===== src/inc/fifo_stat_pkg.sv =====
// Purpose: Shared constants for the FIFO status and event queue block.
// Assumes: APB with 32-bit data, one aligned word per register.
// Notes:   Registers are 16 bits wide and sit in the low half of the word.
package fifo_stat_pkg;
  // ****************************************************************
  // Register map
  // ****************************************************************
  localparam logic [7:0] fifo_control_low_addr        = 8'h00;
  localparam logic [7:0] fifo_status_addr             = 8'h04;
  localparam logic [7:0] event_fifo_control_high_addr = 8'h08;
  localparam logic [7:0] event_fifo_control_low_addr  = 8'h0c;
  localparam logic [7:0] fifo_depth_code_addr         = 8'h10;
  localparam logic [7:0] event_fifo_status_addr       = 8'h14;
  localparam int reg_width = 16;
  // ****************************************************************
  // Field positions
  // ****************************************************************
  localparam int queue_reset_bit    = 10;
  localparam int send_request_bit   = 9;
  localparam int tail_advance_bit   = 8;
  localparam int direction_tx_bit   = 7;
  localparam int index_lsb          = 8;
  localparam int index_msb          = 12;
  localparam int aborted_bit        = 7;
  localparam int arb_lost_bit       = 6;
  localparam int bus_error_bit      = 5;
  localparam int attempts_bit       = 4;
  localparam int overflow_bit       = 3;
  localparam int timestamp_bit      = 5;
  localparam int ctl_low_mask_w     = 8;
  localparam int irq_en_w           = 4;
  localparam int level_en_w         = 3;
  localparam int index_w            = 5;
  localparam logic [4:0] depth_code_reset = 5'h00;
endpackage


===== src/inc/occ_if.sv =====
// Purpose: Carries one queue's occupancy between the counter and the top.
// Assumes: Single clock domain.
// Notes:   The counter drives the pointer state, the top drives commands.
`timescale 1ns/10ps
interface occ_if;
  logic [4:0] depth_code;
  logic       push;
  logic       pop;
  logic       clear;
  logic [4:0] head;
  logic [4:0] tail;
  logic [5:0] count;
  logic       empty;
  logic       full;
  logic       half_up;
  logic       half_down;
  logic       overflow;
  modport counter (input depth_code, push, pop, clear,
                   output head, tail, count, empty, full, half_up,
                   half_down, overflow);
  modport user    (output depth_code, push, pop, clear,
                   input head, tail, count, empty, full, half_up,
                   half_down, overflow);
endinterface


===== src/verilog/occ_counter.sv =====
// Purpose: Head, tail and occupancy count of one circular message queue.
// Assumes: Depth is the depth code plus one, at most 32 slots.
// Notes:   A push into a full queue with no pop in the same cycle is dropped and flagged as overflow.
`timescale 1ns/10ps
module occ_counter (
  input  wire logic core_clk,
  input  wire logic rst_n,
  input  wire logic clk_en,
  occ_if.counter    q
);
  // ****************************************************************
  // Occupancy
  // ****************************************************************
  logic [5:0] depth;
  logic       do_push;
  logic       do_pop;
  logic [4:0] next_head;
  logic [4:0] next_tail;
  assign depth       = {1'b0, q.depth_code} + 6'h01;
  assign q.empty     = (q.count == 6'h00);
  assign q.full      = (q.count == depth);
  assign q.half_up   = ({q.count, 1'b0} >= {1'b0, depth});
  assign q.half_down = ({q.count, 1'b0} <= {1'b0, depth});
  assign q.overflow  = q.push && q.full && !q.pop;
  assign do_push     = q.push && !q.overflow;
  assign do_pop      = q.pop && !q.empty;
  // Wrap at depth minus one so the slot index never leaves the window.
  assign next_head = (q.head == q.depth_code) ? 5'h00 : q.head + 5'h01;
  assign next_tail = (q.tail == q.depth_code) ? 5'h00 : q.tail + 5'h01;
  always_ff @(posedge core_clk or negedge rst_n) begin
    if (!rst_n) begin
      q.head  <= 5'h00;
      q.tail  <= 5'h00;
      q.count <= 6'h00;
    end else if (clk_en) begin
      if (q.clear) begin
        q.head  <= 5'h00;
        q.tail  <= 5'h00;
        q.count <= 6'h00;
      end else begin
        if (do_push) q.head <= next_head;
        if (do_pop)  q.tail <= next_tail;
        q.count <= q.count + {5'h00, do_push} - {5'h00, do_pop};
      end
    end
  end
endmodule


===== src/verilog/fifo_status_ctrl.sv =====
// Purpose: Status, enables and event-queue control of one message FIFO.
// Assumes: APB slave, 32-bit data, zero-wait answers; engine is logic.
// Notes:   The engine reports slot moves and outcomes by one-cycle pulses.
//
// Implementation choices: the APB interface to the registers and the placing of the registers.
`timescale 1ns/10ps
module fifo_status_ctrl (
  input  wire logic        core_clk,
  input  wire logic        rst_n,
  input  wire logic        clk_en,
  input  wire logic        psel,
  input  wire logic        penable,
  input  wire logic        pwrite,
  input  wire logic [7:0]  paddr,
  input  wire logic [31:0] pwdata,
  output logic      [31:0] prdata,
  output logic             pready,
  output logic             pslverr,
  input  wire logic        msg_slot_push,
  input  wire logic        msg_slot_pop,
  input  wire logic        msg_done,
  input  wire logic        msg_abort_done,
  input  wire logic        msg_arb_lost,
  input  wire logic        msg_bus_error,
  input  wire logic        msg_attempts_out,
  input  wire logic        event_push,
  output logic             fifo_direction_tx,
  output logic             send_request,
  output logic             event_timestamp_enable,
  output logic             fifo_irq,
  output logic             event_irq
);
  // ****************************************************************
  // Bus decode
  // ****************************************************************
  logic        acc;
  logic        wr;
  logic        rd;
  logic        hit_ctl;
  logic        hit_sta;
  logic        hit_eh;
  logic        hit_el;
  logic        hit_dc;
  logic        hit_es;
  logic        mapped;
  logic [15:0] wdata;
  assign acc     = psel && penable;
  assign wr      = acc && pwrite;
  assign rd      = acc && !pwrite;
  assign hit_ctl = (paddr == fifo_stat_pkg::fifo_control_low_addr);
  assign hit_sta = (paddr == fifo_stat_pkg::fifo_status_addr);
  assign hit_eh  = (paddr == fifo_stat_pkg::event_fifo_control_high_addr);
  assign hit_el  = (paddr == fifo_stat_pkg::event_fifo_control_low_addr);
  assign hit_dc  = (paddr == fifo_stat_pkg::fifo_depth_code_addr);
  assign hit_es  = (paddr == fifo_stat_pkg::event_fifo_status_addr);
  assign mapped  = hit_ctl || hit_sta || hit_eh || hit_el || hit_dc
                   || hit_es;
  assign wdata   = pwdata[fifo_stat_pkg::reg_width-1:0];
  assign pready  = 1'b1;
  assign pslverr = acc && !mapped;

  // ****************************************************************
  // Mode selection
  // ****************************************************************
  // Every dual-meaning source except slot_index passes through here; a change of
  // direction retargets all of them, slot_index too, in the same cycle.
  function automatic logic by_mode(input logic tx_mode,
                                   input logic tx_val,
                                   input logic rx_val);
    by_mode = tx_mode ? tx_val : rx_val;
  endfunction

  // ****************************************************************
  // Control registers
  // ****************************************************************
  logic [7:0] ctl_low;
  logic       queue_reset;
  logic [4:0] depth_code;
  logic [4:0] event_depth_code;
  logic       event_queue_reset;
  logic [3:0] event_irq_en;
  logic       event_overflow_flag;
  logic       wr_ctl;
  logic       wr_el;
  logic       req_set;
  logic       tail_advance;
  logic       event_tail_advance;
  logic       ctl_el_ts;
  occ_if      msg_q ();
  occ_if      evt_q ();
  assign wr_ctl  = wr && hit_ctl;
  assign wr_el   = wr && hit_el;
  assign req_set = wr_ctl && wdata[fifo_stat_pkg::send_request_bit];
  assign tail_advance       = wr_ctl && wdata[fifo_stat_pkg::tail_advance_bit];
  assign event_tail_advance = wr_el && wdata[fifo_stat_pkg::tail_advance_bit];
  assign fifo_direction_tx = ctl_low[fifo_stat_pkg::direction_tx_bit];
  assign event_timestamp_enable = ctl_el_ts;

  always_ff @(posedge core_clk or negedge rst_n) begin
    if (!rst_n) begin
      ctl_low      <= 8'h00;
      depth_code   <= fifo_stat_pkg::depth_code_reset;
      event_depth_code <= fifo_stat_pkg::depth_code_reset;
      event_irq_en <= 4'h0;
      ctl_el_ts    <= 1'b0;
    end else if (clk_en) begin
      if (wr_ctl) ctl_low <= wdata[fifo_stat_pkg::ctl_low_mask_w-1:0];
      if (wr && hit_dc) depth_code <= wdata[fifo_stat_pkg::index_w-1:0];
      if (wr && hit_eh)
        event_depth_code <= wdata[fifo_stat_pkg::index_msb:
                                  fifo_stat_pkg::index_lsb];
      if (wr_el) begin
        event_irq_en <= wdata[fifo_stat_pkg::irq_en_w-1:0];
        ctl_el_ts    <= wdata[fifo_stat_pkg::timestamp_bit];
      end
    end
  end

  // The reset request is registered, so the queue clears one edge
  // after the write and the bit reads back high for that cycle.
  // self-clearing reset
  always_ff @(posedge core_clk or negedge rst_n) begin
    if (!rst_n) begin
      queue_reset       <= 1'b0;
      event_queue_reset <= 1'b0;
    end else if (clk_en) begin
      queue_reset <= wr_ctl && wdata[fifo_stat_pkg::queue_reset_bit];
      event_queue_reset <= wr_el && wdata[fifo_stat_pkg::queue_reset_bit];
    end
  end

  // A send request stays until the queue drains or software clears it.
  always_ff @(posedge core_clk or negedge rst_n) begin
    if (!rst_n) begin
      send_request <= 1'b0;
    end else if (clk_en) begin
      if (queue_reset || !fifo_direction_tx)
        send_request <= 1'b0;
      else if (wr_ctl)
        send_request <= wdata[fifo_stat_pkg::send_request_bit];
      else if (msg_done && msg_q.count == 6'h01)
        send_request <= 1'b0;
    end
  end

  // ****************************************************************
  // Occupancy of both queues
  // ****************************************************************
  logic tx_push;
  logic tx_pop;
  // In transmit mode software fills slots and the engine drains them;
  // in receive mode the two roles swap.
  // transmit slot moves on send
  assign tx_push = by_mode(fifo_direction_tx, tail_advance, msg_slot_push);
  assign tx_pop  = by_mode(fifo_direction_tx, msg_slot_pop, tail_advance);
  assign msg_q.depth_code = depth_code;
  assign msg_q.push       = tx_push;
  assign msg_q.pop        = tx_pop;
  assign msg_q.clear      = queue_reset;
  assign evt_q.depth_code = event_depth_code;
  assign evt_q.push       = event_push;
  assign evt_q.pop        = event_tail_advance;
  assign evt_q.clear      = event_queue_reset;

  occ_counter u_msg_q (
    .core_clk (core_clk),
    .rst_n    (rst_n),
    .clk_en   (clk_en),
    .q        (msg_q)
  );
  occ_counter u_evt_q (
    .core_clk (core_clk),
    .rst_n    (rst_n),
    .clk_en   (clk_en),
    .q        (evt_q)
  );

  // ****************************************************************
  // Status flags
  // ****************************************************************
  logic       aborted;
  logic       arb_lost;
  logic       bus_error;
  logic       attempts_flag;
  logic       overflow_flag;
  logic [4:0] slot_index;
  logic [2:0] level_flags;
  logic [2:0] level_en;
  logic       rd_sta;
  logic       msg_end;
  logic       sta_wr_clr;
  assign rd_sta     = rd && hit_sta;
  assign sta_wr_clr = wr && hit_sta;
  assign msg_end    = msg_done || msg_abort_done;
  assign slot_index = fifo_direction_tx ? msg_q.tail : msg_q.head;
  assign level_flags[2] = by_mode(fifo_direction_tx, msg_q.empty,
                                  msg_q.full);
  assign level_flags[1] = by_mode(fifo_direction_tx, msg_q.half_down,
                                  msg_q.half_up);
  assign level_flags[0] = by_mode(fifo_direction_tx, !msg_q.full,
                                  !msg_q.empty);
  assign level_en = ctl_low[fifo_stat_pkg::level_en_w-1:0];

  always_ff @(posedge core_clk or negedge rst_n) begin
    if (!rst_n) begin
      aborted <= 1'b0;
    end else if (clk_en) begin
      if (msg_abort_done)
        aborted <= 1'b1;
      else if (rd_sta || queue_reset || req_set || sta_wr_clr)
        aborted <= 1'b0;
      else if (msg_done)
        aborted <= 1'b0;
    end
  end

  always_ff @(posedge core_clk or negedge rst_n) begin
    if (!rst_n) begin
      arb_lost  <= 1'b0;
      bus_error <= 1'b0;
    end else if (clk_en) begin
      if (queue_reset) begin
        arb_lost  <= 1'b0;
        bus_error <= 1'b0;
      end else if (msg_end) begin
        arb_lost  <= msg_arb_lost;
        bus_error <= msg_bus_error;
      end
    end
  end

  // Sticky flags: a set in the same cycle as a clear wins.
  always_ff @(posedge core_clk or negedge rst_n) begin
    if (!rst_n) begin
      attempts_flag       <= 1'b0;
      overflow_flag       <= 1'b0;
      event_overflow_flag <= 1'b0;
    end else if (clk_en) begin
      if (fifo_direction_tx && msg_attempts_out)
        attempts_flag <= 1'b1;
      else if (sta_wr_clr && !wdata[fifo_stat_pkg::attempts_bit])
        attempts_flag <= 1'b0;
      if (!fifo_direction_tx && msg_q.overflow)
        overflow_flag <= 1'b1;
      else if (sta_wr_clr && !wdata[fifo_stat_pkg::overflow_bit])
        overflow_flag <= 1'b0;
      if (evt_q.overflow)
        event_overflow_flag <= 1'b1;
      else if ((wr && hit_es && !wdata[fifo_stat_pkg::overflow_bit])
               || event_queue_reset)
        event_overflow_flag <= 1'b0;
    end
  end

  // ****************************************************************
  // Interrupts and read data
  // ****************************************************************
  logic [15:0] sta_word;
  logic [15:0] ctl_word;
  logic [15:0] el_word;
  logic [3:0]  evt_flags;
  logic [15:0] rd_word;
  assign evt_flags = {event_overflow_flag, evt_q.full, evt_q.half_up,
                      !evt_q.empty};
  logic [fifo_stat_pkg::level_en_w-1:0] level_irq;
  logic [fifo_stat_pkg::irq_en_w-1:0]   evt_irq_bits;
  generate
    for (genvar gi = 0; gi < fifo_stat_pkg::level_en_w; gi++) begin : g_lvl
      assign level_irq[gi] = level_flags[gi] && level_en[gi];
    end
    for (genvar gj = 0; gj < fifo_stat_pkg::irq_en_w; gj++) begin : g_evt
      assign evt_irq_bits[gj] = evt_flags[gj] && event_irq_en[gj];
    end
  endgenerate

  assign fifo_irq  = |level_irq;
  assign event_irq = |evt_irq_bits;
  assign sta_word = {3'h0, slot_index, aborted, arb_lost, bus_error,
                     attempts_flag && fifo_direction_tx,
                     overflow_flag && !fifo_direction_tx, level_flags};
  assign ctl_word = {5'h00, queue_reset, send_request, 1'b0, ctl_low};
  assign el_word  = {5'h00, event_queue_reset, 4'h0, ctl_el_ts, 1'b0,
                     event_irq_en};
  assign rd_word  = hit_ctl ? ctl_word :
                    hit_sta ? sta_word :
                    hit_eh  ? {3'h0, event_depth_code, 8'h00} :
                    hit_el  ? el_word :
                    hit_dc  ? {11'h000, depth_code} :
                    hit_es  ? {12'h000, evt_flags} : 16'h0000;

  // Read data is taken in the setup cycle, so it stands unchanged
  // through the access phase even when that read clears a status bit.
  always_ff @(posedge core_clk or negedge rst_n) begin
    if (!rst_n) begin
      prdata <= 32'h0000_0000;
    end else if (clk_en && psel && !penable && !pwrite) begin
      prdata <= {16'h0000, rd_word};
    end
  end
endmodule


===== config.mk =====
export PLATFORM = sky130hd
export DESIGN_NAME = fifo_status_ctrl
export DESIGN_NICKNAME = d
export VERILOG_FILES = /design/src/inc/fifo_stat_pkg.sv /design/src/inc/occ_if.sv /design/src/verilog/occ_counter.sv /design/src/verilog/fifo_status_ctrl.sv
export SDC_FILE = /design/constraint.sdc
export NUM_CORES = 1
export LEC_CHECK = 0
export BUFFER_PORTS_ARGS = -buffer_cell sky130_fd_sc_hd__buf_2
export CORE_MARGIN = 8
export CORE_UTILIZATION = 35
export CTS_BUF_LIST = sky130_fd_sc_hd__clkbuf_2 sky130_fd_sc_hd__clkbuf_4 sky130_fd_sc_hd__clkbuf_8
export DETAILED_ROUTE_END_ITERATION = 16
export SLEW_MARGIN = 30
export SYNTH_ARGS = -nofsm -noshare
export SYNTH_HDL_FRONTEND = slang
export SYNTH_SLANG_ARGS = --single-unit

===== constraint.sdc =====
create_clock -name core_clk -period 3.5 [get_ports core_clk]
set_input_delay 0.7 -clock core_clk [delete_from_list [all_inputs] [get_ports core_clk]]
set_output_delay 0.7 -clock core_clk [all_outputs]
set_load 0.01 [all_outputs]

-- Word-level counts from Yosys, hierarchy flattened
Cells that the tools add are included.
- bits in read-only memories: 0
- register bits: 70
- latch bits: 0
- memories: 0
- memory bits (writable): 0
- word-level logic and storage cells: 167
- multiply operators: 0
- equality and inequality tests: 10
- shift-type cells: 0
- add/subtract/negate cells: 8
- divide/modulo/power cells: 0
- reduce and logical (&&, ||, !) cells: 91
- bitwise gates (word level): 0
- $lt $le $gt $ge: 3
- mux-type cells: 36
- operator list (cell ; count):
    logical AND 1 bit ; 42
    two-way mux 5 bit ; 8
    two-way mux 13 bit ; 3
    AND reduction 2 bit ; 12
    two-way mux 1 bit ; 21
    == test 8 x 4 -> 1 bit, second input constant ; 2
    == test 8 x 5 -> 1 bit, second input constant ; 2
    >= comparator 7 x 6 -> 1 bit ; 2
    logical NOT 1 bit ; 13
    adder 5 x 1 -> 6 bit, second input constant ; 2
    adder 6 x 1 -> 6 bit ; 2
    == test 6 bit ; 2
    logical NOT 6 bit ; 2
    two-way mux 6 bit ; 2
    nonzero test 2 bit ; 6
    subtractor 6 x 1 -> 6 bit ; 2
    logical OR 1 bit ; 11
    two-way mux 11 bit ; 1
    adder 5 x 1 -> 5 bit, second input constant ; 2
    == test 5 bit ; 2
    == test 8 x 3 -> 1 bit, second input constant ; 1
    logical NOT 8 bit ; 1
    <= comparator 7 x 6 -> 1 bit ; 1
    == test 6 x 1 -> 1 bit, second input constant ; 1
    other kinds (4) ; 5

-- Logic depth before layout (Yosys ltp)
- depth in word-level cells: 12
- mapped depth: 14

-- Cells and area by module
Synthesis repeated with hierarchy kept, for this count alone.
- cell total of the unflattened synthesis: 581
- area total of the unflattened synthesis: 5555.3 um2
- by module, submodules not included (module ; cells an instance ; area each (um2) ; times used):
    occ_counter ; 159 ; 1473.9 ; 2
    fifo_status_ctrl ; 263 ; 2607.5 ; 1

-- Least setup slack after synthesis
OpenSTA, ideal clock, no wires.
- path kind: in2reg
- start: in paddr[1]
- end: reg u_evt_q.q.count[4]
- arrival time: 2.923 ns
- cell stages on the path: 13
- required time: 3.369 ns
- setup time: 0.131 ns
- buffers on the path: 0
- slack: 0.446 ns
- path through: or3_1 > nor4_2 > nand3_1 > nor2_1 > ha_1 > inv_1 > ha_1 > fa_1 > a21oi_1 > nor2_1 > nor2_1 > xor2_1 > o22ai_1
- longest elaborated chain between the ends: 10
- elaborated cells on any way between the ends: 11
- classes of those cells: 2 x add/sub; 1 x eq/ne; 1 x mux; 7 x reduce/logical
- ends and longest elaborated chain (item ; RTL line ; RTL):
    from (decl) ; fifo_status_ctrl.sv:14 ; input wire logic [7:0] paddr,
    == test 8 x 4 -> 1 bit (*) ; fifo_status_ctrl.sv:53 ; assign hit_el = (paddr == fifo_stat_pkg::event_fifo_control_low_addr);
    logical AND 1 bit (*) ; fifo_status_ctrl.sv:92 ; assign wr_el = wr && hit_el;
    logical AND 1 bit (*) ; fifo_status_ctrl.sv:95 ; assign event_tail_advance = wr_el && wdata[fifo_stat_pkg::tail_advance_bit];
    logical NOT 1 bit ; occ_counter.sv:24 ; assign q.overflow = q.push && q.full && !q.pop;
    logical AND 1 bit ; occ_counter.sv:24 ;
    logical NOT 1 bit ; occ_counter.sv:25 ; assign do_push = q.push && !q.overflow;
    logical AND 1 bit ; occ_counter.sv:25 ;
    adder 6 x 1 -> 6 bit ; occ_counter.sv:43 ; q.count <= q.count + {5'h00, do_push} - {5'h00, do_pop};
    subtractor 6 x 1 -> 6 bit (*) ; occ_counter.sv:43 ;
    two-way mux 6 bit (*) ; occ_counter.sv:36 ; if (q.clear) begin
    to (signal assigned) ; occ_counter.sv:43 ;
    to (decl) ; occ_if.sv:19 ; output head, tail, count, empty, full, half_up,
Mark *: on every way between the ends. The rest lies on a longest branch, timed or not.
A chain may end at the register's enable or synchronous reset.

-- Worst setup path in the final report
- start: reg event_depth_code[0]
- end: out event_irq
- longest elaborated chain between the ends: 4
- elaborated cells on any way between the ends: 6
- classes of those cells: 1 x add/sub; 1 x order compare; 1 x eq/ne; 3 x reduce/logical
- ends and longest elaborated chain (item ; RTL line ; RTL):
    from (decl) ; fifo_status_ctrl.sv:79 ; logic [4:0] event_depth_code;
    from (signal assigned) ; fifo_status_ctrl.sv:103 ; event_depth_code <= fifo_stat_pkg::depth_code_reset;
    from (signal assigned) ; fifo_status_ctrl.sv:110 ; event_depth_code <= wdata[fifo_stat_pkg::index_msb:
    adder 5 x 1 -> 6 bit (*) ; occ_counter.sv:19 ; assign depth = {1'b0, q.depth_code} + 6'h01;
    >= comparator 7 x 6 -> 1 bit or == test 6 bit (tied branches) ; occ_counter.sv:22, occ_counter.sv:21 ;
    logical AND 1 bit ; fifo_status_ctrl.sv:272 ; assign evt_irq_bits[gj] = evt_flags[gj] && event_irq_en[gj];
    OR reduction 4 bit (*) ; fifo_status_ctrl.sv:277 ; assign event_irq = |evt_irq_bits;
    to (decl) ; fifo_status_ctrl.sv:31 ; output logic event_irq
Marks and branches as above.

==> out/results.ini <==
[layout]
final_common_cell = dfrtp_1
layout_common_cells = dfrtp_1, buf_2, nand2_1, nor2_1
area_growth_pct = 13.9
layout-drive-gt1-share_pct = 21.5
final_nets = 658
multiInputGateArea_um2 = 2760
fillCellCount = 1340
final_cells = 752
register_area_um2 = 1680
antennaDiodeCount = 0

[placed_design]
port_buffers = 53
gp_congestion = 0.881
dp.cells = 736
dp_hpwl_um = 10400

[floorplanning]
num_rows = 42
die_x_um = 132
start_util_pct = 35.7
ioPinCount = 93
die_height_um = 132
dieArea_um2 = 17400
coreArea_um2 = 13200

[clock_network]
clock_latency_ns = 0.36
htree_levels = 3
cts_buffers = 9
cts_num_sinks = 67
cts_hold_buf = 0
cts_tree = done
clockBufferDepth = 2
cts_root_buffer = clkbuf_8
path_clk_slew_ns = 0.07

[yosys]
synth_top_flop_cell = dfrtp_1
ys_ff_latch = 67
ys_types = 58
netlist_instances = 517
async_reset_ff_share_pct = 100
seq_area_frac_synth_pct = 35.6
synth_enable_flop_cells = 0
synth_area_per_cell_um2 = 9.11
yosysWarnings = 0
syn_area_um2 = 4710

[flow_run]
maxCapViolCount = 0

[status]
status = completed

[sta]
post-route-period-util_pct = 96.4
worst_pin_slew_ns = 0.728
maxSlewHeadroom_pct = 51.3
maxSlewViolCount = 0
period_needed_ns = 3.37
rsz0062_at_grt = no
tns_ns = 0
clock_skew_ns = 0.00819
report.final.hold_viol_count = 0
setup_viol = 0
timing.fmax_ghz = 0.296

[power_and_ir_drop]
clkPwrFrac_pct = 23.1
p_switching_w = 0.00112
seqPwrFrac_pct = 35.5
power_w = 0.00296
power.density_nw_per_um2 = 551
leakage_nw = 2.46
comb_power_share_pct = 41.4
switching_share_pct = 37.9
vdd_drop_max_uv = 473
intPower_w = 0.00184

[global_route]
track_usage_pct = 15.8
antenna_found_initial = 0
grt_pass1_vias = 4148
grt-ovfl-total = 0
grt_pass1_wl_um = 22100
grt_max_degree = 68

[worst_setup_path]
cp-end-kind = output pin
cp_data_required_time_ns = 2.80
critPathLaunchType = flop
worst-path-max-fanout = 5
arrival_ns = 2.67
critPathKind = reg2out
r2r_setup_slack_ns = 0.43

[route]
drc = 0
first_pass_iters = 4
routed-via-count = 4018
drt_iter0_drc = 299
viasPerCell = 5.34
wl_per_cell_um = 18.0
routed_wl_um = 13500
drtAntennaViolNets = 0

[hold_path]
hp-class = in2async

[Yosys cell counts (6+ instances only)]
cell	instances	share of area [%]
dfrtp_1	67	36
nand2_1	42	3.3
nor2_1	37	2.9
ha_1	30	8.0
inv_1	30	2.4
xnor2_1	27	5.0
nand3_1	25	2.7
o21ai_0	25	2.7
mux2_2	24	5.7
a21oi_1	22	2.3
buf_4	20	3.2
clkbuf_1	15	1.2
o31ai_1	14	2.2
xor2_1	13	2.4
mux2i_1	8	1.7
o22ai_1	8	1.1
nor2b_1	6	0.80
nor3_1	6	0.64
[final timing paths]
kind,startpoint,endpoint,cells after the start
setup / recovery,event_depth_code[0]$_DFFE_PN0P_,event_irq,9
hold / removal,rst_n,u_msg_q.q.tail[0]$_DFFE_PN0P_,2
setup reg to reg,u_evt_q.q.count[2]$_DFFE_PN0P_,u_evt_q.q.count[4]$_DFFE_PN0P_,13
hold reg to reg,prdata[10]$_DFFE_PN0P_,prdata[10]$_DFFE_PN0P_,2
max in group asynchronous,rst_n,event_depth_code[0]$_DFFE_PN0P_,2
min in group core_clk,prdata[10]$_DFFE_PN0P_,prdata[10]$_DFFE_PN0P_,2
[critical path: stages, from the launching register on]
cell and delay, ns:
dfrtp_2 0.44, ha_1 0.23, nand3_1 0.13, xor2_1 0.19, ha_1 0.25, or2_2 0.28
a211oi_2 0.24, a21oi_2 0.08, a221o_1 0.32, buf_2 0.15
[kinds of logic (layout without fill, tap and decap cells)]
group	count (synthesis)	in the layout	share of synthesized area, %
simple gates	158	158	16.8
compound gates	111	111	15.7
buf+inv	74	115	7.62
flops	67	67	35.6
xor+xnor	40	40	7.44
mux	33	33	7.92
fa+ha+maj	32	32	8.82
other cells	2	20	0.159
[flip-flops by register name, indices dropped and copies added (netlist names), 4 cells and up]
name	count
prdata	13
u_evt_q.q.count	6
u_msg_q.q.head	5
depth_code	5
event_irq_en	4
u_msg_q.q.count	6
ctl_low	8
event_depth_code	5
u_msg_q.q.tail	5
[power groups by stage]
stage | clock network [W] | registers [W] | logic [W]
floorplan | 0 | 0.00102 | 0.000946
global placement | 0 | 0.00106 | 0.00115
detailed placement | 0 | 0.00106 | 0.00121
CTS | 0.000695 | 0.00105 | 0.00121
global route | 0.000722 | 0.00107 | 0.00139
finish | 0.000681 | 0.00105 | 0.00122
[layer usage]
| metal | part of all wire, % | wire (µm) | vias up | GRT usage [%] |
|---|---|---|---|---|
| met3 | 6.2 | 841 | 17 | 2.86 |
| met2 | 47 | 6310 | 127 | 24.9 |
| met5 | 0 | 0 | - | 0 |
| li1 | - | - | 1915 | - |
| met4 | 2.1 | 286 | 0 | 6.57 |
| met1 | 45 | 6090 | 1959 | 20.9 |
[repair_timing]
action,in CTS,in global routing
buffers inserted,0,1
endpoints found under the setup margin,1,4
endpoints found under the hold margin,0,0
gates resized for setup,1,4
[final cells by class]
class | instances | share of cell area (%)
clock inverters | 2 | 0.653
flip-flops and latches | 67 | 31.3
clock buffers | 13 | 3.10
multi-input cells | 394 | 51.4
repair buffers | 70 | 7.39
well taps | 176 | 4.10
inverters | 30 | 2.10
[metrics by stage]
stage	cell area, µm²	utilization (%)	setup WS [ns]	hold slack, ns
after CTS	5340	40.5	0.0166	0.473
after detailed placement	5140	38.9	0.0492	0.456
after global placement	5140	38.9	0.128	0.455
after global routing	5370	40.7	0.00610	0.471
after floorplan	4780	-	0.446	0.404
final	5370	40.7	0.127	0.430
No activity file was read; power rests on OpenSTA's default activity.
